===== config.mk =====
export PLATFORM = sky130hd
export DESIGN_NAME = pso_output_control
export DESIGN_NICKNAME = d
export VERILOG_FILES = /design/src/common/pso_pkg.sv /design/src/verilog/pso_output_control.sv /design/src/verilog/pso_nvm.sv
export VERILOG_INCLUDE_DIRS = /design/src /design/src/common
export SDC_FILE = /design/constraint.sdc
export NUM_CORES = 1
export LEC_CHECK = 0
export ABC_AREA = 0
export BUFFER_PORTS_ARGS = -buffer_cell sky130_fd_sc_hd__buf_2
export CAP_MARGIN = 20
export CORE_MARGIN = 3
export CORE_UTILIZATION = 30
export CTS_CLUSTER_DIAMETER = 150
export CTS_CLUSTER_SIZE = 16
export DETAILED_ROUTE_END_ITERATION = 8
export MAX_ROUTING_LAYER = met4
export PLACE_DENSITY = 0.41
export SYNTH_ARGS = -nofsm -noshare
export SYNTH_HDL_FRONTEND = slang
export SYNTH_SLANG_ARGS = --single-unit

===== constraint.sdc =====
create_clock -name sys_clk -period 4.7 [get_ports sys_clk]
set_input_delay 0.235 -clock sys_clk [delete_from_list [all_inputs] [get_ports sys_clk]]
set_output_delay 0.235 -clock sys_clk [all_outputs]
set_load 0.02 [all_outputs]

===== src/common/pso_defs.svh =====
// constants for the bus target and output control block
// assumes one 40 MHz clock and 7-bit bus addressing
`ifndef PSO_DEFS_SVH
`define PSO_DEFS_SVH
// command codes
`define PSO_CMD_OPER 8'h01
`define PSO_CMD_ONOFF 8'h02
`define PSO_CMD_STORE 8'h11
`define PSO_CMD_VMODE 8'h20
`define PSO_CMD_VCMD 8'h21
`define PSO_CMD_MHI 8'h25
`define PSO_CMD_MLO 8'h26
`define PSO_CMD_UVLO 8'h35
`define PSO_CMD_VIN 8'h88
// output control register
`define PSO_OPER_RST 8'h00
`define PSO_OPER_WMASK 8'hBF
`define PSO_OPER_ON 7
`define PSO_MARGIN_HI 5
`define PSO_MARGIN_LO 2
`define PSO_HOT_HI 1
`define PSO_HOT_LO 0
`define PSO_HOT_ON 2'h1
`define PSO_MARGIN_LOW_IGN 4'h5
`define PSO_MARGIN_LOW_ACT 4'h6
`define PSO_MARGIN_HIGH_IGN 4'h9
`define PSO_MARGIN_HIGH_ACT 4'hA
// on/off configuration
`define PSO_ONOFF_CMD 3
`define PSO_ONOFF_CP 2
`define PSO_ONOFF_CMD_RST 1'b0
`define PSO_ONOFF_CP_RST 1'b1
`define PSO_ONOFF_FIXED 8'h13
// data formats
`define PSO_VMODE_VAL 8'h20
`define PSO_FIX_FRAC 8
`define PSO_LIN_SHIFT 6
`define PSO_LIN_EXP 5'h1E
// bus
`define PSO_ARA 7'h0C
`define PSO_ADDR_HI 3'h4
`define PSO_CRC_POLY 8'h07
`define PSO_PIN_IDLE 16'h0003
// non-volatile store: slots 0..4 = on/off, vout, margin high, margin low, uvlo
`define PSO_NVM_LAST 3'h4
`define PSO_NVM_ONOFF 16'h0017
`define PSO_NVM_VCMD 16'h0000
`define PSO_NVM_MHI 16'h0000
`define PSO_NVM_MLO 16'h0000
`define PSO_NVM_UVLO 16'hF010
`endif


===== src/common/pso_pkg.sv =====
// types shared by the bus target and its settings store
// assumes pso_defs.svh for all numeric constants
package pso_pkg;
   typedef enum logic [2:0] {BUS_IDLE, BUS_RX, BUS_ACK, BUS_TX, BUS_TXACK} pso_bus_state_type;
   typedef enum logic [1:0] {SEQ_LOAD, SEQ_IDLE, SEQ_STORE} pso_seq_state_type;
   typedef struct packed {
      logic wr;
      logic [2:0] addr;
      logic [15:0] data;
   } pso_nvm_req_type;
   typedef struct packed {
      logic [7:0] operation;
      logic onoff_cmd;
      logic onoff_cp;
      logic [15:0] vout_cmd;
      logic [15:0] margin_hi;
      logic [15:0] margin_lo;
      logic [15:0] uvlo;
   } pso_regs_type;
endpackage


===== src/verilog/pso_output_control.sv =====
// bus target with packet check, alert response, settings store and output control
// assumes async bus pins and straps; fault and telemetry inputs on sys_clk
//
// Operation
// - works at 100 kHz and 400 kHz bus clock rates.
// - never holds the bus clock low.
// - check byte used only if host clocks it before stop.
// - non-voltage data words use linear format with fixed per-command exponent.
// - direct data format is not supported.
// - answers alert response address only when alerting, returns own address.
// - bus writes change working registers only, not the store.
// - store-default-all copies storable working settings into the store.
// - telemetry readback is linear; output voltage commands use VID encoding.
// - output mode byte read-only and output voltage word in VID.
// - linear word: 11-bit signed mantissa, 5-bit signed exponent, Y times 2^N.
// - linear inputs accepted for any exponent.
// - bus address is one of sixteen, from the address strap pin.
// - strap mode loads strap settings at power-up; later writes override.
// - bit 7 is on/off request, reset 0, effective only with command-honour.
// - on needs input above undervoltage threshold and pin honour clear or pin asserted.
// - bit 6 soft-off is read-only, always reads 0.
// - margin low or high regulates to stored margin voltage.
// - margin field codes: 00xx off, 0101/0110 low, 1001/1010 high.
// - bits 1-0 equal 01 raise hot flag on input overcurrent warning.
// - command-honour is on/off configuration bit 3, reset 0.
// - pin-honour is on/off configuration bit 2, reset 1.
`timescale 1ns/1ps
`include "pso_defs.svh"
module pso_output_control (
   input wire logic sys_clk,
   input wire logic reset,
   input wire logic scl_in,
   input wire logic sda_in,
   output logic sda_out,
   output logic sda_oe,
   input wire logic alert_event,
   output logic alert_out,
   output logic alert_oe,
   input wire logic [3:0] address_risetime_strap_pin,
   input wire logic strap_mode,
   input wire logic [7:0] strap_boot_vid,
   input wire logic enable_pin,
   input wire logic input_overcurrent_warning_limit,
   input wire logic [15:0] vin_sense_fix,
   output logic output_enable,
   output logic [15:0] vout_target,
   output logic margin_fault_act,
   output logic regulator_hot_flag,
   output logic init_done
);
   import pso_pkg::*;

   // ****************************************
   // functions
   // ****************************************
   function automatic logic [7:0] crc8(input logic [7:0] c, input logic [7:0] d);
      logic [7:0] r;
      r = c;
      for (int i = 7; i >= 0; i--) begin
         r = {r[6:0], 1'b0} ^ ((r[7] ^ d[i]) ? `PSO_CRC_POLY : 8'h00);
      end
      return r;
   endfunction

   // linear word to signed fixed point, any exponent
   function automatic logic signed [39:0] lin_to_fix(input logic [15:0] w);
      logic signed [39:0] y;
      y = {{29{w[10]}}, w[10:0]};
      y = y <<< `PSO_FIX_FRAC;
      if (w[15]) begin
         return y >>> (6'd32 - {1'b0, w[15:11]});
      end
      return y <<< w[15:11];
   endfunction

   // fixed point to linear, own exponent
   function automatic logic [15:0] fix_to_lin(input logic signed [39:0] f);
      logic signed [39:0] t;
      t = f >>> `PSO_LIN_SHIFT;
      return {`PSO_LIN_EXP, t[10:0]};
   endfunction

   function automatic logic [1:0] cmd_len(input logic [7:0] c);
      case (c)
         `PSO_CMD_STORE: cmd_len = 2'd0;
         `PSO_CMD_OPER, `PSO_CMD_ONOFF, `PSO_CMD_VMODE: cmd_len = 2'd1;
         default: cmd_len = 2'd2;
      endcase
   endfunction

   function automatic logic [15:0] reg_read(input pso_regs_type r, input logic [7:0] c, input logic [15:0] vin);
      case (c)
         `PSO_CMD_OPER: reg_read = {8'h00, r.operation};
         `PSO_CMD_ONOFF: reg_read = {8'h00, `PSO_ONOFF_FIXED | {4'h0, r.onoff_cmd, r.onoff_cp, 2'h0}};
         `PSO_CMD_VMODE: reg_read = {8'h00, `PSO_VMODE_VAL};
         `PSO_CMD_VCMD: reg_read = r.vout_cmd;
         `PSO_CMD_MHI: reg_read = r.margin_hi;
         `PSO_CMD_MLO: reg_read = r.margin_lo;
         `PSO_CMD_UVLO: reg_read = r.uvlo;
         `PSO_CMD_VIN: reg_read = vin;
         default: reg_read = 16'h0000;
      endcase
   endfunction

   function automatic logic [7:0] nvm_cmd(input logic [2:0] i);
      case (i)
         3'h0: nvm_cmd = `PSO_CMD_ONOFF;
         3'h1: nvm_cmd = `PSO_CMD_VCMD;
         3'h2: nvm_cmd = `PSO_CMD_MHI;
         3'h3: nvm_cmd = `PSO_CMD_MLO;
         default: nvm_cmd = `PSO_CMD_UVLO;
      endcase
   endfunction

   // ****************************************
   // pin synchronisers and bus edge detect
   // ****************************************
   logic [15:0] pin_meta_reg, pin_sync_reg;
   logic scl_d_reg, sda_d_reg;
   always_ff @(posedge sys_clk) begin
      if (reset) begin
         pin_meta_reg <= `PSO_PIN_IDLE;
         pin_sync_reg <= `PSO_PIN_IDLE;
         scl_d_reg <= 1'b1;
         sda_d_reg <= 1'b1;
      end else begin
         pin_meta_reg <= {strap_boot_vid, address_risetime_strap_pin, strap_mode, enable_pin, scl_in, sda_in};
         pin_sync_reg <= pin_meta_reg;
         scl_d_reg <= pin_sync_reg[1];
         sda_d_reg <= pin_sync_reg[0];
      end
   end
   wire sda = pin_sync_reg[0];
   wire scl = pin_sync_reg[1];
   wire en_pin = pin_sync_reg[2];
   wire s_mode = pin_sync_reg[3];
   wire [3:0] s_addr = pin_sync_reg[7:4];
   wire [7:0] s_vid = pin_sync_reg[15:8];
   // 100x oversampling at 400 kHz keeps edges inside each phase
   wire scl_rise = scl & ~scl_d_reg;
   wire scl_fall = ~scl & scl_d_reg;
   wire bus_start = scl & scl_d_reg & sda_d_reg & ~sda;
   wire bus_stop = scl & scl_d_reg & ~sda_d_reg & sda;

   // ****************************************
   // working registers and settings store
   // ****************************************
   pso_regs_type regs_reg;
   pso_seq_state_type seq_reg;
   pso_nvm_req_type nvm_req;
   logic [2:0] seq_idx_reg, load_idx_reg;
   logic load_valid_reg, init_done_reg;
   logic [6:0] own_addr_reg;
   logic [15:0] nvm_rd;
   logic commit_wr;
   logic [7:0] cmd_reg;
   logic [2:0][7:0] rx_buf_reg;

   pso_nvm u_nvm (
      .sys_clk(sys_clk),
      .req(nvm_req),
      .rd_data(nvm_rd)
   );

   wire [15:0] vin_lin = fix_to_lin($signed({24'h00_0000, vin_sense_fix}));
   wire [7:0] load_cmd = nvm_cmd(load_idx_reg);
   wire [15:0] load_word = (load_cmd == `PSO_CMD_VCMD && s_mode) ? {8'h00, s_vid} : nvm_rd;
   wire reg_we = load_valid_reg | commit_wr;
   wire [7:0] reg_sel = load_valid_reg ? load_cmd : cmd_reg;
   wire [15:0] reg_word = load_valid_reg ? load_word : {rx_buf_reg[1], rx_buf_reg[0]};
   wire store_go = commit_wr && cmd_reg == `PSO_CMD_STORE;
   assign nvm_req.wr = (seq_reg == SEQ_STORE);
   assign nvm_req.addr = seq_idx_reg;
   assign nvm_req.data = reg_read(regs_reg, nvm_cmd(seq_idx_reg), vin_lin);

   always_ff @(posedge sys_clk) begin
      if (reset) begin
         seq_reg <= SEQ_LOAD;
         seq_idx_reg <= 3'h0;
         load_idx_reg <= 3'h0;
         load_valid_reg <= 1'b0;
         init_done_reg <= 1'b0;
      end else begin
         load_valid_reg <= (seq_reg == SEQ_LOAD);
         load_idx_reg <= seq_idx_reg;
         init_done_reg <= init_done_reg | (seq_reg != SEQ_LOAD);
         case (seq_reg)
            SEQ_LOAD, SEQ_STORE: begin
               seq_idx_reg <= seq_idx_reg + 3'h1;
               if (seq_idx_reg == `PSO_NVM_LAST) begin
                  seq_reg <= SEQ_IDLE;
                  seq_idx_reg <= 3'h0;
               end
            end
            SEQ_IDLE: begin
               if (store_go) begin
                  seq_reg <= SEQ_STORE;
               end
            end
            default: seq_reg <= SEQ_IDLE;
         endcase
      end
   end

   // strap caught during the power-up load
   always_ff @(posedge sys_clk) begin
      if (reset) begin
         own_addr_reg <= 7'h00;
      end else if (seq_reg == SEQ_LOAD) begin
         own_addr_reg <= {`PSO_ADDR_HI, s_addr};
      end
   end

   // bus writes: working registers only
   always_ff @(posedge sys_clk) begin
      if (reset) begin
         regs_reg.operation <= `PSO_OPER_RST;
         regs_reg.onoff_cmd <= `PSO_ONOFF_CMD_RST;
         regs_reg.onoff_cp <= `PSO_ONOFF_CP_RST;
         regs_reg.vout_cmd <= `PSO_NVM_VCMD;
         regs_reg.margin_hi <= `PSO_NVM_MHI;
         regs_reg.margin_lo <= `PSO_NVM_MLO;
         regs_reg.uvlo <= `PSO_NVM_UVLO;
      end else if (reg_we) begin
         case (reg_sel)
            `PSO_CMD_OPER: regs_reg.operation <= reg_word[7:0] & `PSO_OPER_WMASK;
            `PSO_CMD_ONOFF: begin
               regs_reg.onoff_cmd <= reg_word[`PSO_ONOFF_CMD];
               regs_reg.onoff_cp <= reg_word[`PSO_ONOFF_CP];
            end
            `PSO_CMD_VCMD: regs_reg.vout_cmd <= reg_word;
            `PSO_CMD_MHI: regs_reg.margin_hi <= reg_word;
            `PSO_CMD_MLO: regs_reg.margin_lo <= reg_word;
            `PSO_CMD_UVLO: regs_reg.uvlo <= fix_to_lin(lin_to_fix(reg_word));
            default: regs_reg.uvlo <= regs_reg.uvlo;
         endcase
      end
   end

   // ****************************************
   // bus target
   // ****************************************
   pso_bus_state_type state_reg;
   logic [7:0] shift_reg, crc_reg, crc_prev_reg;
   logic [3:0] bit_cnt_reg;
   logic [1:0] rx_cnt_reg, rd_idx_reg;
   logic rw_reg, ara_reg, addr_done_reg, cmd_valid_reg, in_frame_reg, sda_drive_reg, alert_reg;

   wire addr_hit = init_done_reg && shift_reg[7:1] == own_addr_reg;
   wire ara_hit = alert_reg && shift_reg == {`PSO_ARA, 1'b1};
   wire [1:0] len = cmd_len(cmd_reg);
   wire [15:0] rd_word = reg_read(regs_reg, cmd_reg, vin_lin);
   wire [7:0] rd_data_byte = rd_idx_reg[0] ? rd_word[15:8] : rd_word[7:0];
   wire [7:0] ara_byte = (rd_idx_reg == 2'd0) ? {own_addr_reg, 1'b0} : crc_reg;
   wire [7:0] norm_byte = (rd_idx_reg < len) ? rd_data_byte : (rd_idx_reg == len) ? crc_reg : 8'hFF;
   wire [7:0] tx_byte = ara_reg ? ara_byte : norm_byte;
   wire load_tx = scl_fall && ((state_reg == BUS_ACK && rw_reg) || state_reg == BUS_TXACK);
   wire ara_clear = load_tx && ara_reg && rd_idx_reg == 2'd0;
   // check byte counts only if clocked before stop
   wire pec_ok = (rx_cnt_reg == len + 2'd1) && crc_prev_reg == rx_buf_reg[len];
   wire len_ok = (rx_cnt_reg == len) || pec_ok;
   assign commit_wr = bus_stop && in_frame_reg && cmd_valid_reg && !rw_reg && !ara_reg && len_ok
      && seq_reg == SEQ_IDLE;

   always_ff @(posedge sys_clk) begin
      if (reset) begin
         state_reg <= BUS_IDLE;
         {shift_reg, crc_reg, crc_prev_reg, cmd_reg} <= 32'h0000_0000;
         rx_buf_reg <= 24'h00_0000;
         {bit_cnt_reg, rx_cnt_reg, rd_idx_reg} <= 8'h00;
         {rw_reg, ara_reg, addr_done_reg, cmd_valid_reg, in_frame_reg, sda_drive_reg} <= 6'h00;
      end else if (bus_stop) begin
         state_reg <= BUS_IDLE;
         in_frame_reg <= 1'b0;
         sda_drive_reg <= 1'b0;
      end else if (bus_start) begin
         state_reg <= BUS_RX;
         bit_cnt_reg <= 4'h0;
         addr_done_reg <= 1'b0;
         in_frame_reg <= 1'b1;
         sda_drive_reg <= 1'b0;
         if (!in_frame_reg) begin
            crc_reg <= 8'h00;
            cmd_valid_reg <= 1'b0;
            rx_cnt_reg <= 2'd0;
         end
      end else if (load_tx) begin
         state_reg <= BUS_TX;
         shift_reg <= tx_byte;
         sda_drive_reg <= ~tx_byte[7];
         bit_cnt_reg <= 4'h1;
         crc_reg <= crc8(crc_reg, tx_byte);
         if (rd_idx_reg != 2'd3) begin
            rd_idx_reg <= rd_idx_reg + 2'd1;
         end
      end else begin
         case (state_reg)
            BUS_RX: begin
               if (scl_rise) begin
                  shift_reg <= {shift_reg[6:0], sda};
                  bit_cnt_reg <= bit_cnt_reg + 4'h1;
               end else if (scl_fall && bit_cnt_reg == 4'h8) begin
                  crc_prev_reg <= crc_reg;
                  crc_reg <= crc8(crc_reg, shift_reg);
                  state_reg <= BUS_ACK;
                  sda_drive_reg <= 1'b1;
                  if (!addr_done_reg) begin
                     addr_done_reg <= 1'b1;
                     rw_reg <= shift_reg[0];
                     ara_reg <= ara_hit;
                     rd_idx_reg <= 2'd0;
                     if (!(addr_hit || ara_hit)) begin
                        state_reg <= BUS_IDLE;
                        sda_drive_reg <= 1'b0;
                     end
                  end else if (!cmd_valid_reg) begin
                     cmd_reg <= shift_reg;
                     cmd_valid_reg <= 1'b1;
                  end else if (rx_cnt_reg != 2'd3) begin
                     rx_buf_reg[rx_cnt_reg] <= shift_reg;
                     rx_cnt_reg <= rx_cnt_reg + 2'd1;
                  end
               end
            end
            BUS_ACK: begin
               if (scl_fall) begin
                  state_reg <= BUS_RX;
                  bit_cnt_reg <= 4'h0;
                  sda_drive_reg <= 1'b0;
               end
            end
            BUS_TX: begin
               if (scl_fall) begin
                  shift_reg <= {shift_reg[6:0], 1'b0};
                  sda_drive_reg <= (bit_cnt_reg == 4'h8) ? 1'b0 : ~shift_reg[6];
                  bit_cnt_reg <= bit_cnt_reg + 4'h1;
                  if (bit_cnt_reg == 4'h8) begin
                     state_reg <= BUS_TXACK;
                  end
               end
            end
            BUS_TXACK: begin
               if (scl_rise && sda) begin
                  state_reg <= BUS_IDLE;
               end
            end
            default: state_reg <= BUS_IDLE;
         endcase
      end
   end

   // alert: a new event beats the response clear
   always_ff @(posedge sys_clk) begin
      if (reset) begin
         alert_reg <= 1'b0;
      end else begin
         alert_reg <= alert_event | (alert_reg & ~ara_clear);
      end
   end

   // ****************************************
   // output control
   // ****************************************
   logic output_enable_reg, margin_act_reg, hot_reg;
   logic [15:0] vout_target_reg;
   wire [3:0] msel = regs_reg.operation[`PSO_MARGIN_HI:`PSO_MARGIN_LO];
   wire [1:0] hot_sel = regs_reg.operation[`PSO_HOT_HI:`PSO_HOT_LO];
   wire m_low = msel == `PSO_MARGIN_LOW_IGN || msel == `PSO_MARGIN_LOW_ACT;
   wire m_high = msel == `PSO_MARGIN_HIGH_IGN || msel == `PSO_MARGIN_HIGH_ACT;
   wire vin_ok = $signed({24'h00_0000, vin_sense_fix}) > lin_to_fix(regs_reg.uvlo);
   wire pin_ok = !regs_reg.onoff_cp || en_pin;
   wire on_req = regs_reg.operation[`PSO_OPER_ON] && regs_reg.onoff_cmd;

   always_ff @(posedge sys_clk) begin
      if (reset) begin
         output_enable_reg <= 1'b0;
         margin_act_reg <= 1'b0;
         hot_reg <= 1'b0;
         vout_target_reg <= 16'h0000;
      end else begin
         output_enable_reg <= on_req && vin_ok && pin_ok;
         vout_target_reg <= m_low ? regs_reg.margin_lo : m_high ? regs_reg.margin_hi : regs_reg.vout_cmd;
         margin_act_reg <= msel == `PSO_MARGIN_LOW_ACT || msel == `PSO_MARGIN_HIGH_ACT;
         hot_reg <= hot_sel == `PSO_HOT_ON && input_overcurrent_warning_limit;
      end
   end

   // open drain: only ever pull data low; clock is never driven
   assign sda_out = 1'b0;
   assign sda_oe = sda_drive_reg;
   assign alert_out = 1'b0;
   assign alert_oe = alert_reg;
   assign output_enable = output_enable_reg;
   assign vout_target = vout_target_reg;
   assign margin_fault_act = margin_act_reg;
   assign regulator_hot_flag = hot_reg;
   assign init_done = init_done_reg;
endmodule // pso_output_control


===== src/verilog/pso_nvm.sv =====
// settings store holding power-up defaults, registered read port
// assumes contents survive the block reset, as non-volatile cells do
`timescale 1ns/1ps
`include "pso_defs.svh"
module pso_nvm (
   input wire logic sys_clk,
   input pso_pkg::pso_nvm_req_type req,
   output logic [15:0] rd_data
);
   import pso_pkg::*;
   logic [15:0] mem [0:7];

   initial begin
      for (int i = 0; i < 8; i++) begin
         mem[i] = 16'h0000;
      end
      mem[0] = `PSO_NVM_ONOFF;
      mem[1] = `PSO_NVM_VCMD;
      mem[2] = `PSO_NVM_MHI;
      mem[3] = `PSO_NVM_MLO;
      mem[4] = `PSO_NVM_UVLO;
   end

   always_ff @(posedge sys_clk) begin
      if (req.wr) begin
         mem[req.addr] <= req.data;
      end
      rd_data <= mem[req.addr];
   end
endmodule // pso_nvm


Yosys cells after proc, flatten, opt, wreduce, memory -nomap -nowiden
Memory sizes are Yosys's and may differ from the RTL's. A register that Yosys moved wholly into a read port is not among the register bits.
Index checks and enable logic that the tools add are counted.
Word-level totals
  input bits: 36
  memories kept: 1
  RAM bits: 128
  output and inout bits: 24
  word-level logic and storage cells: 378
  bits in registers: 210
Operators by class
  add/sub/neg operators: 6
  bitwise gates (word level): 56
  reductions and logical operators: 76
  multiplexer cells: 111
  eq/ne operators: 80
  shift-type cells: 2
  magnitude comparators: 5
Memory list
  u_nvm.mem: depth 8, bits a word 16, rd ports 1, clocked after memory_dff 1, wr ports 1, RTL line pso_nvm.sv:11  | logic [15:0] mem [0:7];
Operators by type and width (count)
  $pmux 16 s8: 2
  $mux 8: 17
  $xor 8x3->8: 16
  $eq 8x6->1 const B: 15
  $mux 3: 23
  $mux 16: 4
  $pmux 6 s4: 2
  $mux 2: 20
  $mux 17: 2
  $mux 1: 27
  $reduce_and 5->1: 5
  $bwmux 24: 1
  $eq 8x1->1 const B: 3
  $eq 8x2->1 const B: 3
  $ne 4x4->1 const B: 6
  $reduce_and 6->1: 4
  $logic_and 1x1->1: 22
  $ne 2x2->1 const B: 11
  $reduce_and 7->1: 3
  $mux 4: 5
  $sshl 19x5->17: 1
  $sshr 19x6->17: 1
  $eq 3x2->1 const B: 6
  $ne 3x3->1 const B: 6
  48 further kinds: 131

Longest topological paths before layout
  depth after elaboration: 33
  mapped depth: 16
  depth with buffers taken out: 13

Modules after synthesis
A second synthesis with hierarchy kept.
Unflattened totals
  cells, all modules: 1698
  area, all modules: 17106.4 µm²
Modules (own cells, without submodules)
  pso_output_control: area each 11813.8 µm², seq. area each 4204.0 µm², cells each 1460, instances 1
  pso_nvm: area each 5292.6 µm², seq. area each 4164.0 µm², cells each 238, instances 1

Worst setup path after synthesis
OpenSTA, ideal clock, no wires.
  kind: reg-to-reg
  start: register cmd_reg[0]
  end: register crc_reg[4]
  clock period less this slack: 3.439 ns
  setup slack: 1.261 ns
  cell stages (with the launch flop): 16
  library setup time: 0.121 ns
  data required time: 4.579 ns
  path buffers: 3
  arrival time: 3.318 ns
  cells stage by stage: dfxtp_1 -> buf_2 -> buf_2 -> nor2_1 -> a21oi_1 -> nor2b_1 -> ha_1 -> nor2b_1 -> nor2_1 -> clkbuf_1 -> nor2_1 -> a221o_1 -> nor2_1 -> xor2_1 -> mux2_4 -> mux2_4
Between the ends
  word-level cells in the longest chain between the ends: 16
  elaborated cells on any way between the ends: 31
  those cells by class: order compare (1); eq/ne (10); mux (11); bitwise (8); reduce/logical (1)
Ends and longest elaborated chain
  start, declared: RTL line pso_output_control.sv:156  | logic [7:0] cmd_reg;
  start signal, assigned: RTL line pso_output_control.sv:317  | cmd_reg <= shift_reg;
  $eq 8x6->1 (tied with other cells): RTL line pso_output_control.sv:84, pso_output_control.sv:92
  $reduce_or 3->1: RTL line pso_output_control.sv:84  | case (c)
  $pmux 2 s2: RTL line pso_output_control.sv:84
  $eq 2x2->1: RTL line pso_output_control.sv:255  | wire [7:0] norm_byte = (rd_idx_reg < len) ? rd_data_byte : (rd_idx_reg == len) ? crc_reg : 8'hFF;
  $mux 8: RTL line pso_output_control.sv:255
  $mux 8 *: RTL line pso_output_control.sv:255
  $mux 8 *: RTL line pso_output_control.sv:256  | wire [7:0] tx_byte = ara_reg ? ara_byte : norm_byte;
  $xor 1x1->1: RTL line pso_output_control.sv:60  | r = {r[6:0], 1'b0} ^ ((r[7] ^ d[i]) ? `PSO_CRC_POLY : 8'h00);
  $mux 3: RTL line pso_output_control.sv:60
  $xor 8x3->8 (2 in series): RTL line pso_output_control.sv:60
  $xor 8x3->8 * (3 in series): RTL line pso_output_control.sv:60
  $mux 8 *: RTL line pso_output_control.sv:287  | end else if (load_tx) begin
  $mux 8 *: RTL line pso_output_control.sv:276  | end else if (bus_start) begin
  end signal, assigned: RTL line pso_output_control.sv:292  | crc_reg <= crc8(crc_reg, tx_byte);
  end signal, assigned: RTL line pso_output_control.sv:304  | crc_reg <= crc8(crc_reg, shift_reg);
  end, declared: RTL line pso_output_control.sv:244  | logic [7:0] shift_reg, crc_reg, crc_prev_reg;
Mark *: on every way between the ends. The rest lies on a longest branch, timed or not.
A chain may end at the register's enable or synchronous reset.

Worst setup path after layout
Same ends and word-level chain as after synthesis.

==> flow_results.org <==
** Status
- Status :: finished, final reports clean

** Clock tree
- Buffers added to address setup during post-CTS repair amount to 0.
- Insertion delay of the later-clocked pin in the worst-skew pair :: 0.59 ns
- The tree is rooted in a sky130_fd_sc_hd__clkbuf_16.
- Clock-pin slew on the worst setup and hold paths :: 0.10 ns
- CTS H-tree lvls :: 1
- # clock sinks :: 354
- TritonCTS Buffers :: 26
- TritonCTS built the clock tree.
- The longest clock path from root to sink contains 3 buffers.

** Logic synthesis
- After synthesis, the share of flip-flops with an asynchronous set or reset is 0%.
- The synthesized netlist devotes 17.76% of its cell area to compound gates.
- In this run, synthesis inferred 128 flip-flops with an integrated enable.
- Area of the mapped netlist :: 17950 um^2
- After synthesis, flip-flops and latches occupy 46.61% of the total area.
- For this run, the leading register cell type out of synthesis is sky130_fd_sc_hd__dfxtp_1.
- After Yosys synthesis, XOR and XNOR cells account for 2.286% of the synthesized area.
- During synthesis, Yosys emitted a total of 0 warnings.
- After synthesis, the share of cell area in mux cells is 9.471%.
- Number of distinct standard cells referenced by the synthesized netlist :: 99
- The cell count after synthesis came out at 1858.
- Summing the areas of all fa, ha and maj instances in the mapped netlist gives 1.742% of the synthesized area.
- Of the total synthesized cell area, the portion taken by AND, OR, NAND and NOR gates is 17.85%.
- Mean area per synthesized cell :: 9.663 um^2
- After synthesis the netlist holds a flip-flop and latch count of 354.
- By area, the combinational part of the netlist is dominated by simple AND/OR/NAND/NOR gates.

** Timing
- After routing, the total negative slack on setup checks comes to 0 ns.
- Final Max Tran Viols :: 0
- Max Fclk :: 251.5 MHz
- Setup skew after layout :: 0.01747 ns
- Slew margin rel. :: 28.24%
- Period utilization :: 84.59%
- After layout, the minimum clock period comes to 3.976 ns.
- Count of endpoints failing hold in the final timing report :: 0
- Setup violations remaining at the end of the flow were counted as 0.
- Setup repair after global routing left no endpoint under its margin.
- At the pin with the least slew margin, the transition time is 1.072 ns.

** Critical path
- STA classifies the critical path endpoint as a register.
- Startpoint of the worst register-to-register path :: cmd_reg[0]
- Data required time at the worst endpoint :: 5.18 ns
- Reg2Reg Setup Slack :: 0.72 ns
- The largest individual stage delay along the critical path comes from the cell sky130_fd_sc_hd__dfxtp_1.
- The worst setup path is launched from a register.
- Worst setup path endpoint :: crc_reg[4]
- Cells on worst reg2reg path :: 13
- The critical path in this run is classified as reg -> reg.
- Of all nets on the critical path, the largest fanout is 20.
- The largest single stage delay on the critical path is 0.71 ns.
- End of the worst register-to-register path :: crc_reg[4]
- CP cell instances :: nor3b_1, a21oi_1, nor2b_1, ha_1, nor2b_1, nor2_1, buf_4, nand2b_4, nor3_1, a2bb2oi_1, xor2_1, mux2_4, mux2_4
- CP Data Arrival Time :: 4.46 ns
- Tracing the worst setup path back leads to its startpoint at cmd_reg[0].

** Cells and area
- The layout has 5993 filler cells.
- Once layout is complete, the cells apart from fillers number 2677.
- Across the whole layout, storage elements account for 8372 um^2.
- The number of antenna diodes in the final layout is 0.
- Fraction of layout cells with a size suffix above 1 :: 13.18%
- Compared with the post-synthesis result, the final layout area differs by 12.07%.
- Multi-input logic area :: 8895 um^2
- Final nets :: 1956
- The register with the most flip-flops in the layout has 128 of them.

** Worst hold path
- Cell count of the worst hold path :: 4
- The tightest min-delay check is of the in -> reg type.

** Placed design
- During placement, the flow inserted port buffers numbering 57.
- GP Congestion :: 0.9133
- Placed Cells incl. Taps :: 2617
- Detailed placement finished with a half-perimeter wire length of 46050 um.

** Die
- The initialized floorplan defines 89 standard-cell rows.
- Once the floorplan was initialized, standard cells occupied 30.36% of the core.
- During I/O placement, the number of pins put on the boundary was 60.
- The floorplan step set the die width to 250.6 um.
- After floorplanning, the core was sized to cover 59130 um^2.
- Die area :: 62820 um^2
- From bottom edge to top edge, the die measures 250.6 um.

** Job
- The tool flagged a number of max-cap violations equal to 0.

** GRT
- The first global-routing pass estimated 95330 um of wire.
- The via count of the first global-routing pass was 14440.
- GRT Residual Overflow :: 0
- Across every metal layer, demand over resource in global routing totals 20.54%.
- The initial antenna violation count is 0.
- Largest net degree at the start of global routing :: 84

** Power and ir drop
- Peak supply drop :: 0.0003373 V
- For this design the static power due to leakage is 7.455 nW.
- Power spread over the standard cell area amounts to 358.8 nW/um^2.
- The completed layout was analyzed and its total power is 7.220 mW.

** Routing
- Routed wire length per instance :: 23.96 um
- In the routed design, unresolved DRC markers number 0.
- After the first detailed-routing iteration, the DRC count stood at 1064.
- The count of nets left with antenna violations once routing finished came out at 0.
- Number of vias per cell after detailed routing :: 5.484
- After detailed routing, the total wire length is 64140 um.
- For this block, the via count after detailed routing is 14680.
- First-pass iteration count of the detailed router :: 5
how the worst min path moves through the flow:
stage | start | to | slack (ns)
5_1_grt | vin_sense_fix[14] | output_enable | 0.20
6_report | vin_sense_fix[14] | output_enable | 0.20
3_5_place_dp | pin_meta_reg[1] | pin_sync_reg[1] | 0.40
4_1_cts | vin_sense_fix[14] | output_enable | 0.19
2_1_floorplan | sda_in | pin_meta_reg[0] | 0.34
3_3_place_gp | pin_meta_reg[1] | pin_sync_reg[1] | 0.39
logic make-up (layout without fill, tap and decap cells):
family / after synthesis / after routing
adders and majority gates: 25 / 25
and+or+nand+nor: 659 / 659
DFF: 354 / 354
AOI/OAI and AO/OA: 449 / 449
buffers and inverters: 174 / 219
xor gates and xnor gates: 46 / 46
other: 1 / 2
muxes: 150 / 150
worst max-delay path: cells and delay by family, from the launching register on:
kind | cells | cell delay [ns]
and+or+nand+nor | 6 | 1.27
DFF | 1 | 0.71
muxes | 2 | 0.63
AOI/OAI and AO/OA | 2 | 0.42
adders and majority gates | 1 | 0.31
xor gates and xnor gates | 1 | 0.30
buffers and inverters | 1 | 0.22
where the power goes:
group | leakage [nW] | switching (mW) | internal, mW
sequential | 2.98 | 0.0912 | 3.35
clock | 0.350 | 1.12 | 1.03
combinational | 4.12 | 1.10 | 0.524
total | 7.45 | 2.32 | 4.90
final cells by class:
class	instances	share of cell area [%]
Multi-Input combinational cell	1331	44.21
Sequential cell	354	41.61
Timing Repair Buffer	147	5.093
Tap cell	773	4.807
Clock buffer	35	3.402
Inverter	35	0.6529
Clock inverter	2	0.2301
timing repair:
action | in CTS | in global routing
endpoints found under the hold margin | 23 | 0
resized for setup | 0 | 0
hold buffers | 20 | 0
setup endpoints to repair | 0 | 0
per-stage QoR:
step                instance area, um^2  utilization (%)  worst slack (ns)  hold WS (ns)
finish                            20120            34.03            0.7242        0.1988
global route                      20120            34.03            0.3395        0.1981
CTS                               20090            33.98            0.7192        0.1873
detailed placement                19160            32.40            0.7586        0.3955
global placement                  19160            32.40            0.7968        0.3929
floorplan                         17960                -             1.261        0.3388
synth_stat cells, types with 12 or more instances:
cell type,count,area [um^2]
sky130_fd_sc_hd__a22oi_1,33,247.7
sky130_fd_sc_hd__mux2_2,21,236.5
sky130_fd_sc_hd__mux4_2,13,292.8
sky130_fd_sc_hd__xnor2_1,23,201.4
sky130_fd_sc_hd__edfxtp_1,128,3844
sky130_fd_sc_hd__buf_2,20,100.1
sky130_fd_sc_hd__o211ai_1,12,90.09
sky130_fd_sc_hd__a221oi_1,21,183.9
sky130_fd_sc_hd__o22ai_1,14,87.58
sky130_fd_sc_hd__ha_1,25,312.8
sky130_fd_sc_hd__and3_1,14,87.58
sky130_fd_sc_hd__a21oi_1,111,555.5
sky130_fd_sc_hd__nand2_1,185,694.4
sky130_fd_sc_hd__nor3_1,40,200.2
sky130_fd_sc_hd__dfxtp_1,226,4524
sky130_fd_sc_hd__a211oi_1,30,225.2
sky130_fd_sc_hd__o21ai_0,58,290.3
sky130_fd_sc_hd__a31oi_1,21,131.4
sky130_fd_sc_hd__xor2_1,22,192.7
sky130_fd_sc_hd__inv_1,32,120.1
sky130_fd_sc_hd__a221o_1,12,120.1
sky130_fd_sc_hd__nand3_1,54,270.3
sky130_fd_sc_hd__nor2_1,212,795.8
sky130_fd_sc_hd__nor4_1,13,81.33
sky130_fd_sc_hd__nor2b_1,39,244.0
sky130_fd_sc_hd__clkbuf_1,95,356.6
sky130_fd_sc_hd__or3_1,12,75.07
sky130_fd_sc_hd__mux2i_1,114,1141
sky130_fd_sc_hd__o31ai_1,12,90.09
layout by cell type (no fill, tap or decap), drive strengths merged, types with 31 or more instances in the layout:
| cell | netlist | layout |
|---|---|---|
| nor2 | 213 | 213 |
| nand3 | 54 | 54 |
| a211oi | 31 | 31 |
| inv | 32 | 33 |
| a22oi | 33 | 33 |
| mux2i | 114 | 114 |
| dfxtp | 226 | 226 |
| nor2b | 39 | 39 |
| nor3 | 40 | 40 |
| a21oi | 112 | 112 |
| clkbuf | 95 | 35 |
| o21ai | 65 | 65 |
| buf | 44 | 127 |
| nand2 | 186 | 186 |
| edfxtp | 128 | 128 |
per-layer routing:
layer | GRT usage (%) | up-vias | routed length [um]
li1 | - | 6924 | -
met1 | 27.19 | 7318 | 29390
met2 | 34.08 | 376 | 30560
met3 | 2.450 | 62 | 2877
met4 | 4.067 | 0 | 1315
met5 | - | - | 0
No activity file was read; power rests on OpenSTA's default activity.
